[config.mk]
export PLATFORM = sky130hd
export DESIGN_NAME = csb_top
export DESIGN_NICKNAME = d
export VERILOG_FILES = /design/src/csb_pkg.sv /design/src/csb_debounce.sv /design/src/csb_top.sv
export VERILOG_INCLUDE_DIRS = /design/src
export SDC_FILE = /design/constraint.sdc
export NUM_CORES = 1
export LEC_CHECK = 0
export ABC_AREA = 1
export BUFFER_PORTS_ARGS = -buffer_cell sky130_fd_sc_hd__buf_2
export CAP_MARGIN = 40
export CORE_MARGIN = 10
export CORE_UTILIZATION = 58
export CTS_CLUSTER_SIZE = 25
export DETAILED_ROUTE_END_ITERATION = 10
export PLACE_DENSITY = 0.82
export SYNTH_ARGS = -nofsm -noshare
export SYNTH_HDL_FRONTEND = slang
export SYNTH_SLANG_ARGS = --single-unit
[constraint.sdc]
create_clock -name sys_clk_in -period 1.9 [get_ports sys_clk_in]
set_clock_uncertainty 0.05 [all_clocks]
set_input_delay 0.38 -clock sys_clk_in [delete_from_list [all_inputs] [get_ports sys_clk_in]]
set_output_delay 0.38 -clock sys_clk_in [all_outputs]
set_load 0.02 [all_outputs]
[src/csb_params.svh]
// constants for the control switch and button block
`ifndef CSB_PARAMS_SVH
`define CSB_PARAMS_SVH
`define CSB_NUM_SWITCH 5
`define CSB_NUM_BUTTON 12
`define CSB_NUM_SOURCE 16
`define CSB_SRC_SEL_W 4
`define CSB_LEVEL_DEFAULT 2'h2
`define CSB_DEBOUNCE_NS 2000
`define CSB_CLK_PERIOD_NS 4
`define CSB_DEBOUNCE_CYC ((`CSB_DEBOUNCE_NS + `CSB_CLK_PERIOD_NS - 1) / `CSB_CLK_PERIOD_NS)
`define CSB_DEB_CNT_W 9
`endif

[src/csb_pkg.sv]
// types for the control switch and button block
package csb_pkg;
   // session / required access level
   typedef enum logic [1:0] {
      CSB_LVL_USER = 2'h0,
      CSB_LVL_OPERATOR = 2'h1,
      CSB_LVL_CONFIGURATOR = 2'h2,
      CSB_LVL_SUPER = 2'h3
   } csb_level_e;
   // one switch command from a source
   typedef struct packed {
      logic [4:0] set;
      logic [4:0] clr;
   } csb_cmd_s;
   // switch event pulses, per switch
   typedef struct packed {
      logic [4:0] on;
      logic [4:0] off;
   } csb_event_s;
   // led colour source selections for one button
   typedef struct packed {
      logic [3:0] red;
      logic [3:0] orange;
      logic [3:0] green;
   } csb_led_sel_s;
   // debouncer states
   typedef enum logic [0:0] {
      CSB_DB_STABLE = 1'h0,
      CSB_DB_SETTLE = 1'h1
   } csb_db_e;
endpackage

[src/csb_debounce.sv]
// three-stage synchroniser and debouncer for one button pin
`include "csb_params.svh"
module csb_debounce (
   // clock and reset
   input wire logic sys_clk_in,
   input wire logic reset_in,
   // raw pin and clean level
   input wire logic pin_in,
   output logic level_out,
   output logic press_out
);
   logic s1_ff, s2_ff, s3_ff;
   logic [`CSB_DEB_CNT_W-1:0] cnt_ff;
   csb_pkg::csb_db_e state_ff;

   // synchroniser; first stage read only by the second
   always_ff @(posedge sys_clk_in) begin
      if (reset_in) begin
         s1_ff <= 1'h0;
         s2_ff <= 1'h0;
         s3_ff <= 1'h0;
      end else begin
         s1_ff <= pin_in;
         s2_ff <= s1_ff;
         s3_ff <= s2_ff;
      end
   end

   // level must sit steady for the debounce time before it is taken
   always_ff @(posedge sys_clk_in) begin
      if (reset_in) begin
         state_ff <= csb_pkg::CSB_DB_STABLE;
         cnt_ff <= '0;
         level_out <= 1'h0;
         press_out <= 1'h0;
      end else begin
         press_out <= 1'h0;
         case (state_ff)
            csb_pkg::CSB_DB_STABLE: begin
               cnt_ff <= '0;
               if (s2_ff == s3_ff && s3_ff != level_out) state_ff <= csb_pkg::CSB_DB_SETTLE;
            end
            csb_pkg::CSB_DB_SETTLE: begin
               if (s2_ff != s3_ff || s3_ff == level_out) begin
                  state_ff <= csb_pkg::CSB_DB_STABLE;
               end else if (cnt_ff == `CSB_DEB_CNT_W'(`CSB_DEBOUNCE_CYC - 1)) begin
                  level_out <= s3_ff;
                  press_out <= s3_ff; // single press edge
                  state_ff <= csb_pkg::CSB_DB_STABLE;
               end else begin
                  cnt_ff <= cnt_ff + `CSB_DEB_CNT_W'(1);
               end
            end
            default: state_ff <= csb_pkg::CSB_DB_STABLE;
         endcase
      end
   end
endmodule // csb_debounce

[src/csb_top.sv]
// control switches and front-panel user buttons
// Operation
// five independent latching control switches each drive their own output.
// a switch holds its state after a set or clear until the opposite command.
// switches take commands only from the local display or the remote unit.
// local commands act only when the session level meets the set minimum, configurator by default.
// each switch change gives an on or off event pulse, each gated by its own enable.
// twelve front-panel buttons each have their own mode and status output.
// in momentary mode the status follows the held button.
// in toggle mode the status inverts once per press.
// mode is momentary or toggle per button, momentary after reset.
// each button led has red, orange and green each driven from a chosen source.
// button status changes only through the physical button.
// each button gives complementary on and off outputs.
// signals needing both local and remote control should use a switch, not a button.
// button pins are synchronised and debounced, and toggling acts on one press edge.
`include "csb_params.svh"
module csb_top (
   // clock and reset
   input wire logic sys_clk_in,
   input wire logic reset_in,
   // switch commands: local display and remote unit
   input wire csb_pkg::csb_cmd_s local_cmd_in,
   input wire csb_pkg::csb_cmd_s remote_cmd_in,
   input wire csb_pkg::csb_level_e session_level_in,
   input wire csb_pkg::csb_level_e min_level_in,
   input wire logic [4:0] event_on_en_in,
   input wire logic [4:0] event_off_en_in,
   // buttons and configuration
   input wire logic [11:0] button_pin_in,
   input wire logic [11:0] toggle_mode_in,
   input wire csb_pkg::csb_led_sel_s [11:0] led_sel_in,
   input wire logic [`CSB_NUM_SOURCE-1:0] ext_signal_in,
   // switch outputs and events
   output logic [4:0] switch_out,
   output csb_pkg::csb_event_s event_out,
   // button outputs and leds
   output logic [11:0] button_on_out,
   output logic [11:0] button_off_out,
   output logic [11:0] led_red_out,
   output logic [11:0] led_orange_out,
   output logic [11:0] led_green_out
);
   // ****************************************
   // control switches
   // ****************************************
   logic local_ok;
   logic [4:0] set_req, clr_req, nxt_switch;

   // digital inputs and logic signals have no path here at all
   assign local_ok = session_level_in >= min_level_in;
   assign set_req = remote_cmd_in.set | (local_ok ? local_cmd_in.set : 5'h0);
   assign clr_req = remote_cmd_in.clr | (local_ok ? local_cmd_in.clr : 5'h0);
   // simultaneous set and clear: set wins, a deliberate tie-break
   assign nxt_switch = set_req | (switch_out & ~clr_req);

   // latch per switch
   always_ff @(posedge sys_clk_in) begin
      if (reset_in) switch_out <= 5'h0;
      else switch_out <= nxt_switch;
   end

   // change events, enables pick which go to the buffer
   always_ff @(posedge sys_clk_in) begin
      if (reset_in) begin
         event_out <= '0;
      end else begin
         event_out.on <= nxt_switch & ~switch_out & event_on_en_in;
         event_out.off <= ~nxt_switch & switch_out & event_off_en_in;
      end
   end

   // ****************************************
   // user buttons
   // ****************************************
   logic [11:0] level, press;
   logic [11:0] status_ff;

   genvar gi;
   generate
      for (gi = 0; gi < `CSB_NUM_BUTTON; gi++) begin : g_btn
         csb_debounce u_deb (
            .sys_clk_in(sys_clk_in),
            .reset_in(reset_in),
            .pin_in(button_pin_in[gi]),
            .level_out(level[gi]),
            .press_out(press[gi])
         );
      end
   endgenerate

   // status driven only by the debounced pin, no remote path; mode 0 is momentary
   always_ff @(posedge sys_clk_in) begin
      if (reset_in) begin
         status_ff <= 12'h000;
      end else begin
         for (int i = 0; i < 12; i++) begin
            if (toggle_mode_in[i]) status_ff[i] <= status_ff[i] ^ press[i];
            else status_ff[i] <= level[i];
         end
      end
   end

   // complementary outputs
   always_ff @(posedge sys_clk_in) begin
      if (reset_in) begin
         button_on_out <= 12'h000;
         button_off_out <= 12'hfff;
      end else begin
         button_on_out <= status_ff;
         button_off_out <= ~status_ff;
      end
   end

   // led source pick: code 0 is own status, else an external signal
   function automatic logic pick(input logic [3:0] sel, input logic own,
                                 input logic [`CSB_NUM_SOURCE-1:0] ext);
      logic r;
      r = (sel == 4'h0) ? own : ext[sel];
      return r;
   endfunction

   // leds; trades one external source (index 0) for own status
   always_ff @(posedge sys_clk_in) begin
      if (reset_in) begin
         led_red_out <= 12'h000;
         led_orange_out <= 12'h000;
         led_green_out <= 12'h000;
      end else begin
         for (int i = 0; i < 12; i++) begin
            led_red_out[i] <= pick(led_sel_in[i].red, status_ff[i], ext_signal_in);
            led_orange_out[i] <= pick(led_sel_in[i].orange, status_ff[i], ext_signal_in);
            led_green_out[i] <= pick(led_sel_in[i].green, status_ff[i], ext_signal_in);
         end
      end
   end

   // ****************************************
   // checks
   // ****************************************
   sw_hold_a: assert property (@(posedge sys_clk_in) disable iff (reset_in)
      (set_req == 5'h0 && clr_req == 5'h0) |=> $stable(switch_out))
      else $error("switch changed without command");
   sw_set_a: assert property (@(posedge sys_clk_in) disable iff (reset_in)
      (remote_cmd_in.set[0]) |=> switch_out[0])
      else $error("remote set not taken");
   local_gate_a: assert property (@(posedge sys_clk_in) disable iff (reset_in)
      (session_level_in < min_level_in && remote_cmd_in == '0) |=> $stable(switch_out))
      else $error("local command taken at low level");
   ev_on_a: assert property (@(posedge sys_clk_in) disable iff (reset_in)
      ($rose(switch_out[1]) && $past(event_on_en_in[1])) |-> event_out.on[1])
      else $error("missing on event");
   ev_off_a: assert property (@(posedge sys_clk_in) disable iff (reset_in)
      event_out.off[2] |-> ($past(switch_out[2]) && !switch_out[2]))
      else $error("spurious off event");
   btn_comp_a: assert property (@(posedge sys_clk_in) disable iff (reset_in)
      (button_on_out ^ button_off_out) == 12'hfff)
      else $error("button outputs not complementary");
   btn_mom_a: assert property (@(posedge sys_clk_in) disable iff (reset_in)
      !toggle_mode_in[0] |=> status_ff[0] == $past(level[0]))
      else $error("momentary status wrong");
   btn_tog_a: assert property (@(posedge sys_clk_in) disable iff (reset_in)
      (toggle_mode_in[1] && press[1]) |=> status_ff[1] != $past(status_ff[1]))
      else $error("toggle missed press");
   btn_hold_a: assert property (@(posedge sys_clk_in) disable iff (reset_in)
      (toggle_mode_in[1] && !press[1]) |=> $stable(status_ff[1]))
      else $error("toggle status moved without press");

   // any requested set lands on every addressed switch
   sw_set_all_a: assert property (@(posedge sys_clk_in) disable iff (reset_in)
      (set_req != 5'h0) |=> (switch_out & $past(set_req)) == $past(set_req))
      else $error("set not latched");

   // a clear without a set empties the switch
   sw_clr_all_a: assert property (@(posedge sys_clk_in) disable iff (reset_in)
      (clr_req != 5'h0) |=> (switch_out & $past(clr_req & ~set_req)) == 5'h0)
      else $error("clear not latched");

   // an on switch stays on until a clear arrives
   sw_on_hold_a: assert property (@(posedge sys_clk_in) disable iff (reset_in)
      (switch_out[1] && !clr_req[1]) |=> switch_out[1])
      else $error("switch dropped without clear");

   // an off switch stays off until a set arrives
   sw_off_hold_a: assert property (@(posedge sys_clk_in) disable iff (reset_in)
      (!switch_out[1] && !set_req[1]) |=> !switch_out[1])
      else $error("switch rose without set");

   // remote commands ignore the session level
   remote_set_a: assert property (@(posedge sys_clk_in) disable iff (reset_in)
      remote_cmd_in.set[4] |=> switch_out[4])
      else $error("remote set lost");

   // remote clear acts when no set competes
   remote_clr_a: assert property (@(posedge sys_clk_in) disable iff (reset_in)
      (remote_cmd_in.clr[4] && !set_req[4]) |=> !switch_out[4])
      else $error("remote clear lost");

   // local set acts once the level is high enough
   local_set_a: assert property (@(posedge sys_clk_in) disable iff (reset_in)
      (session_level_in >= min_level_in && local_cmd_in.set[1]) |=> switch_out[1])
      else $error("local set lost");

   // local clear acts once the level is high enough
   local_clr_a: assert property (@(posedge sys_clk_in) disable iff (reset_in)
      (session_level_in >= min_level_in && local_cmd_in.clr[0] && !set_req[0]) |=> !switch_out[0])
      else $error("local clear lost");

   // low level local set cannot raise a switch
   local_low_a: assert property (@(posedge sys_clk_in) disable iff (reset_in)
      (session_level_in < min_level_in && !remote_cmd_in.set[2] && !switch_out[2]) |=> !switch_out[2])
      else $error("local set at low level");

   // on events only with their enable
   ev_on_gate_a: assert property (@(posedge sys_clk_in) disable iff (reset_in)
      event_out.on[0] |-> $past(event_on_en_in[0]))
      else $error("on event while disabled");

   // off events only with their enable
   ev_off_gate_a: assert property (@(posedge sys_clk_in) disable iff (reset_in)
      event_out.off[0] |-> $past(event_off_en_in[0]))
      else $error("off event while disabled");

   // an on event means the switch just rose
   ev_on_cause_a: assert property (@(posedge sys_clk_in) disable iff (reset_in)
      event_out.on[3] |-> (switch_out[3] && !$past(switch_out[3])))
      else $error("spurious on event");

   // every enabled fall is reported
   ev_off_pair_a: assert property (@(posedge sys_clk_in) disable iff (reset_in)
      ($fell(switch_out[4]) && $past(event_off_en_in[4])) |-> event_out.off[4])
      else $error("missing off event");

   // a held set never repeats its event
   ev_once_a: assert property (@(posedge sys_clk_in) disable iff (reset_in)
      event_out.on[1] |=> !event_out.on[1])
      else $error("repeated on event");

   // on and off of one switch never together
   ev_excl_a: assert property (@(posedge sys_clk_in) disable iff (reset_in)
      (event_out.on & event_out.off) == 5'h0)
      else $error("on and off together");

   // no change, no event
   ev_quiet_a: assert property (@(posedge sys_clk_in) disable iff (reset_in)
      $stable(switch_out) |-> event_out == '0)
      else $error("event without change");

   // outputs follow status one cycle later
   btn_follow_a: assert property (@(posedge sys_clk_in) disable iff (reset_in)
      1'b1 |=> button_on_out == $past(status_ff))
      else $error("button output lags wrongly");

   // a button with mode bit clear acts momentary
   btn_dflt_a: assert property (@(posedge sys_clk_in) disable iff (reset_in)
      !toggle_mode_in[2] |=> status_ff[2] == $past(level[2]))
      else $error("default mode not momentary");

   // a released momentary button drops status
   btn_rel_a: assert property (@(posedge sys_clk_in) disable iff (reset_in)
      (!toggle_mode_in[0] && !level[0]) |=> !status_ff[0])
      else $error("status held after release");

   // press edge only with a high level
   btn_press_lvl_a: assert property (@(posedge sys_clk_in) disable iff (reset_in)
      press[1] |-> level[1])
      else $error("press without level");

   // press is a single cycle pulse
   btn_press_one_a: assert property (@(posedge sys_clk_in) disable iff (reset_in)
      press[0] |=> !press[0])
      else $error("press longer than one cycle");

   // momentary status moves only with the debounced level
   btn_src_a: assert property (@(posedge sys_clk_in) disable iff (reset_in)
      (!toggle_mode_in[0] && $stable(level[0])) |=> $stable(status_ff[0]))
      else $error("status moved without pin");

   // red from own status when selected
   led_red_own_a: assert property (@(posedge sys_clk_in) disable iff (reset_in)
      (led_sel_in[0].red == 4'h0) |=> led_red_out[0] == $past(status_ff[0]))
      else $error("red not own status");

   // orange from an external signal when selected
   led_orange_ext_a: assert property (@(posedge sys_clk_in) disable iff (reset_in)
      (led_sel_in[0].orange == 4'h3) |=> led_orange_out[0] == $past(ext_signal_in[3]))
      else $error("orange source wrong");

   // green from the top external signal when selected
   led_green_ext_a: assert property (@(posedge sys_clk_in) disable iff (reset_in)
      (led_sel_in[0].green == 4'hf) |=> led_green_out[0] == $past(ext_signal_in[15]))
      else $error("green source wrong");

   // other buttons leds follow their own status by default
   led_other_a: assert property (@(posedge sys_clk_in) disable iff (reset_in)
      (led_sel_in[1].green == 4'h0) |=> led_green_out[1] == $past(status_ff[1]))
      else $error("green own status wrong");
endmodule // csb_top

* Word-level counts from Yosys, hierarchy flattened
Cells that the tools add are included.
** Word-level totals
- Register bits :: 267
- Logic and storage cells :: 588
** Operators by class
- Bitwise logic cells :: 60
- Add/subtract/negate cells :: 12
- Equality and inequality tests :: 84
- Magnitude comparators :: 37
- Multiplexer cells :: 206
- Reduce and logical (&&, ||, !) cells :: 96
** Operator list (number)
- $mux 9 :: 24
- $pmux 9 s2 :: 12
- $lt 4x5->1 const B :: 36
- $bmux 1 s4 :: 36
- $logic_not 4->1 :: 36
- $mux 1 :: 120
- $add 9x1->9 const B :: 12
- $eq 9x9->1 const B :: 12
- $ne 2x2->1 const B :: 24
- $reduce_or 4->1 :: 12
- $not 1->1 :: 36
- $reduce_and 3->1 :: 12
- $and 5x5->5 :: 5
- $eq 1x1->1 :: 24
- $ne 1x1->1 :: 24
- $pmux 1 s2 :: 12
- $reduce_and 2->1 :: 12
- $not 5->5 :: 3
- $or 5x5->5 :: 3
- $logic_and 1x1->1 :: 12
- $logic_or 1x1->1 :: 12
- $not 12->12 :: 1
- $xor 1x1->1 :: 12
- $mux 5 :: 2
- $ge 2x2->1 :: 1

* Depth between registers and ports, before layout
- Word-level depth :: 9
- Depth in mapped cells :: 10

* Cells and area by module
A second synthesis with hierarchy kept.
** Unflattened totals
- Cell total of the unflattened synthesis :: 2729
- Area total of the unflattened synthesis :: 17291.6 µm²
** By module, submodules not included
- csb_debounce :: cells each 109, area each 760.7 µm², times used 12, sequential area each 300.3 µm²
- csb_top :: cells each 1421, area each 8162.8 µm², times used 1, sequential area each 1741.7 µm²

* Least setup slack after synthesis
No wires, ideal clock.
- Path kind :: input-to-reg
- Start :: input port session_level_in[0]
- End :: register event_out[5] (netlist bit)
- Cell stages on the path :: 8
- Path slack :: 428 ps
- Arrival time :: 1312 ps
- Data required time :: 1739 ps
- Buffers on the path :: 0
- Cell sequence :: inv_1 -> ha_1 -> o21ai_0 -> nand2_1 -> a21oi_1 -> nand2_1 -> nand2_1 -> nor2_1
** Between the ends
- Word-level cells in the longest chain between the ends :: 8
** RTL lines
- start: declaration :: RTL line csb_top.sv:25 : input wire csb_pkg::csb_level_e session_level_in,
- $ge 2x2->1 * :: RTL line csb_top.sv:51 : assign local_ok = session_level_in >= min_level_in;
- $mux 5 :: RTL line csb_top.sv:53 : assign clr_req = remote_cmd_in.clr | (local_ok ? local_cmd_in.clr : 5'h0);
- $or 5x5->5 :: RTL line csb_top.sv:53
- $not 5->5 :: RTL line csb_top.sv:55 : assign nxt_switch = set_req | (switch_out & ~clr_req);
- $and 5x5->5 :: RTL line csb_top.sv:55
- $or 5x5->5 * :: RTL line csb_top.sv:55
- $and 5x5->5 * (2 in series) :: RTL line csb_top.sv:68 : event_out.on <= nxt_switch & ~switch_out & event_on_en_in;
- end: declaration :: RTL line csb_top.sv:36 : output csb_pkg::csb_event_s event_out,
Every way passes the cells marked *; elsewhere a longest branch is shown, timed or not.
A chain may end at the register's enable or synchronous reset.

* Worst setup path after layout
- Start :: register switch_out[0]
- End :: output port switch_out[0]
** RTL lines
- start: declaration :: RTL line csb_top.sv:35 : output logic [4:0] switch_out,
- start signal: assignment :: RTL line csb_top.sv:60 : else switch_out <= nxt_switch;
No word-level cell between the ends.

==> results.md <==
* Largest net degree at the start of global routing at 39
* Top FF cell, synth: dfxtp_1
* Final #Nets at 3293
* Boundary Pins at 295
* Unique masters post-synth at 39
* CTS Root Cell: clkbuf_16
* CP Launch Type: register
* Yosys warns at 0
* CTS HTree Levels at 1
* GPL Wtd Cong at ~0.93
* Port buffer count at 294
* Sequential Power Share at 42.4%
* Critical-path cell list: buf_2
* FP Rows at 62
* Status: complete, no violations
* DR vias/cell at 5.60
* Clk_lat worst skew at roughly 0.56 ns
* Dpl cell area at 19000 µm²
* Post-synthesis sequential area ratio at 31.1%
* WP buf/inv at 1
* Final ANT Viol Nets at 0
* Num CTS Buffers at 29
* Power share of the clock group at a little over 40%
* Pre-Repair DR Iteration Count at 5
* First-pass GRT wire length at 87.3 mm
* Fin crit period at approximately 1.6 ns
* P&R area growth vs syn at 18.5%
* Clock sink total at 267
* Combinational share of power at 16.3%
* Internal power at 9.76 mW
* Max-cap viol count at 0
* Critical Path Fanout Max at 3
* Switching Fraction at roughly 29%
* Multi-input logic area at 9700 µm²
* Avg Inst Size Synth at approximately 6.2 µm²
* LEAKAGE at 9.30 nW
* Final Max Slew Viols at 0
* Detailed placement HPWL at 39.6 mm
* Initial Util at 59.4%
* Crit path required time at about 1.5 ns
* TritonCTS clock tree: yes
* DRC Markers at 0
* Post-route cell area at 20400 µm²
* Sequential cell area at 5350 µm²
* Max frequency at 0.629 GHz
* DR WL/cell at 15.8 µm
* DRT iter0 DRCs at 1917
* Remaining global-route overflow at 0
* CTS clk-pin slew, worst paths at 0.07 ns
* Setup Fix Bufs, Post-CTS at 0
* Max clock buf depth at 3
* Switch Pwr at 3.90 mW
* Crit Path Category: reg2out
* Post-synth top area share at between 30% and 40%
* Type of the worst min-delay path: in2reg
* Die area at roughly 37000 µm²
* Slowest CP cell: dfxtp_1
* Share of layout cells above drive strength 1 at 16.2%
* Antenna violations before repair at 12
* Cell count after synthesis at 2773
* Register bit count reported by yosys at 267
* Final setup vio count at 0
* Fill cell count at around 2500
* Die height at 192 µm
* Vias in the first global route at roughly 18000
* IR drop worst, VDD at between 0.6 and 0.7 mV
* Max_slew headroom at about two fifths
* CP Capture Type: primary output
* Async SR Flop Fraction at 0%
* Fin. Hold Viols at 0
* Total track usage at ~28%
* Syn nets at roughly 3000
* Area of the core at between 20000 and 30000 µm²
* EDFF count, synth at 0
* Area contributors post-synth: dfxtp_1 31%, nand2_1 13%, nand3_1 10%
* Worst Path Arrival at 1.16 ns
* Die width at 192 µm
* Synth area leader: dfxtp_1
* DRT Wirelength at about 55 mm
* RSZ-0062 raised after global routing: false
* Tcrit/Tclk final at ~84%
* Slowest stage delay, CP at 0.39 ns
* PwrDens at 671 nW/µm²
* Worst Max-Slew Pin Slew at 0.886 ns
* Detailed-route via count at between 15000 and 20000
* Setup TNS at 0 ns
* Synth Cell Area at 17200 µm²
* Largest delay contributor family on the critical path: flip-flops
-- power by group through the flow --
stage                     sequential [mW]  combinational (mW)  clock, mW
after global placement               5.92                2.04          0
after global routing                 5.80                2.45       5.98
after detailed placement             5.92                2.10          0
after CTS                            5.79                2.17       5.73
after floorplan                      6.01                1.22          0
final                                5.80                2.22       5.64
-- final cells by class --
type	count	share of cell area [%]
antenna	19	0.233
sequential	267	26.2
multi-input combinational	1972	47.6
tap	384	2.36
clock inverter	16	0.651
timing repair buffer	364	11.0
clock buffer	38	4.07
inverter	425	7.86
-- worst min-delay path, stage by stage --
cell	delay [ns]
buf_2	0.09
nand3_1	0.07
nor2_1	0.04
-- per-layer routing --
metal,track usage [%],up-vias,share of wire [%]
met1,33.5,8712,39
met2,47.0,935,46
met3,4.77,205,10
li1,-,9662,-
met4,16.1,2,5.2
met5,0,-,0.036
-- path summary, 6_finish.rpt --
check / slack, ns / startpoint / cells after the start / endpoint
worst max-delay path: 0.31 / switch_out[0] / 1 / switch_out[0]
worst min-delay path: 0.02 / event_off_en_in[3] / 3 / event_out[3]
worst max register to register: 0.34 / g_btn[2].u_deb.cnt_ff[1] / 7 / g_btn[2].u_deb.cnt_ff[2]
worst min register to register: 0.36 / g_btn[1].u_deb.s1_ff / 2 / g_btn[1].u_deb.s2_ff
-- per-stage QoR --
step / setup WS (ns) / hold slack, ns / util [%] / total power, mW / std cells
finish: 0.310 / 0.0150 / 70.4 / 13.7 / 3485
global route: 0.175 / 0.00774 / 70.3 / 14.2 / 3475
CTS: 0.320 / 0.0000991 / 70.2 / 13.7 / 3465
detailed placement: 0.162 / 0.348 / 65.7 / 8.02 / 3378
global placement: 0.184 / 0.341 / 65.7 / 7.96 / 3378
floorplan: 0.428 / 0.338 / - / 7.23 / 2773
-- state kept, by name (all words and copies together), names as in the netlist --
name and cells:
led_orange_out 12, g_btn.u_deb.s2_ff 12, g_btn.u_deb.state_ff 12, g_btn.u_deb.cnt_ff 108, g_btn.u_deb.s1_ff 12, button_on_out 12
event_out 10, g_btn.u_deb.press_out 12, g_btn.u_deb.level_out 12, switch_out 5, g_btn.u_deb.s3_ff 12, led_green_out 12
status_ff 12, button_off_out 12, led_red_out 12
-- cell usage after synthesis, types with 14 or more instances --
cell	instances
a21oi_1	205
buf_2	67
clkbuf_1	22
dfxtp_1	267
ha_1	14
inv_1	400
inv_2	24
nand2_1	608
nand2_2	16
nand3_1	345
nand3_2	17
nand4_1	61
nor2_1	289
nor2_2	19
nor2_4	17
o211ai_1	104
o21ai_0	198
o21ai_1	15
-- repair_timing --
item,in CTS,in global routing
hold endpoints to repair,33,1
setup endpoints to repair,0,0
hold buffers,33,1
gates resized for setup,0,0
-- cell usage in the layout (no fill, tap or decap), types with 2 or more instances in the layout --
cell type	netlist	routed
inv_4	1	2
a21oi_1	205	205
inv_6	0	5
nand2_4	3	3
diode_2	0	19
nand3b_1	2	2
nand2_2	16	16
clkbuf_16	0	29
clkinvlp_4	0	2
xor2_1	12	12
o21bai_1	13	13
nand3_2	17	17
o21ai_2	3	3
buf_12	0	12
clkbuf_8	0	7
clkinv_2	0	7
a21oi_2	5	5
nor2_8	2	2
dlygate4sd3_1	0	34
nand4_4	2	2
nand3_4	3	3
nand4_2	4	4
buf_2	67	294
o21ai_1	15	15
nor2_1	289	289
nor2_2	19	19
nand4_1	61	61
dfxtp_1	267	267
nand3_1	345	345
nor2_4	17	17
inv_1	400	400
inv_2	24	23
nor3_1	10	10
o21ai_0	198	198
nand2_1	608	608
buf_4	9	24
clkbuf_1	22	2
o211ai_1	104	104
ha_1	14	14
-- cell families after synthesis --
kind of cell / Yosys count / share of synthesized area [%]
AOI/OAI and AO/OA: 544 / 17.7
DFF: 267 / 31.1
adders and majority gates: 14 / 1.02
and+or+nand+nor: 1402 / 37.1
buffers and inverters: 534 / 12.4
xor gates and xnor gates: 12 / 0.611
No activity file was read; power rests on OpenSTA's default activity.
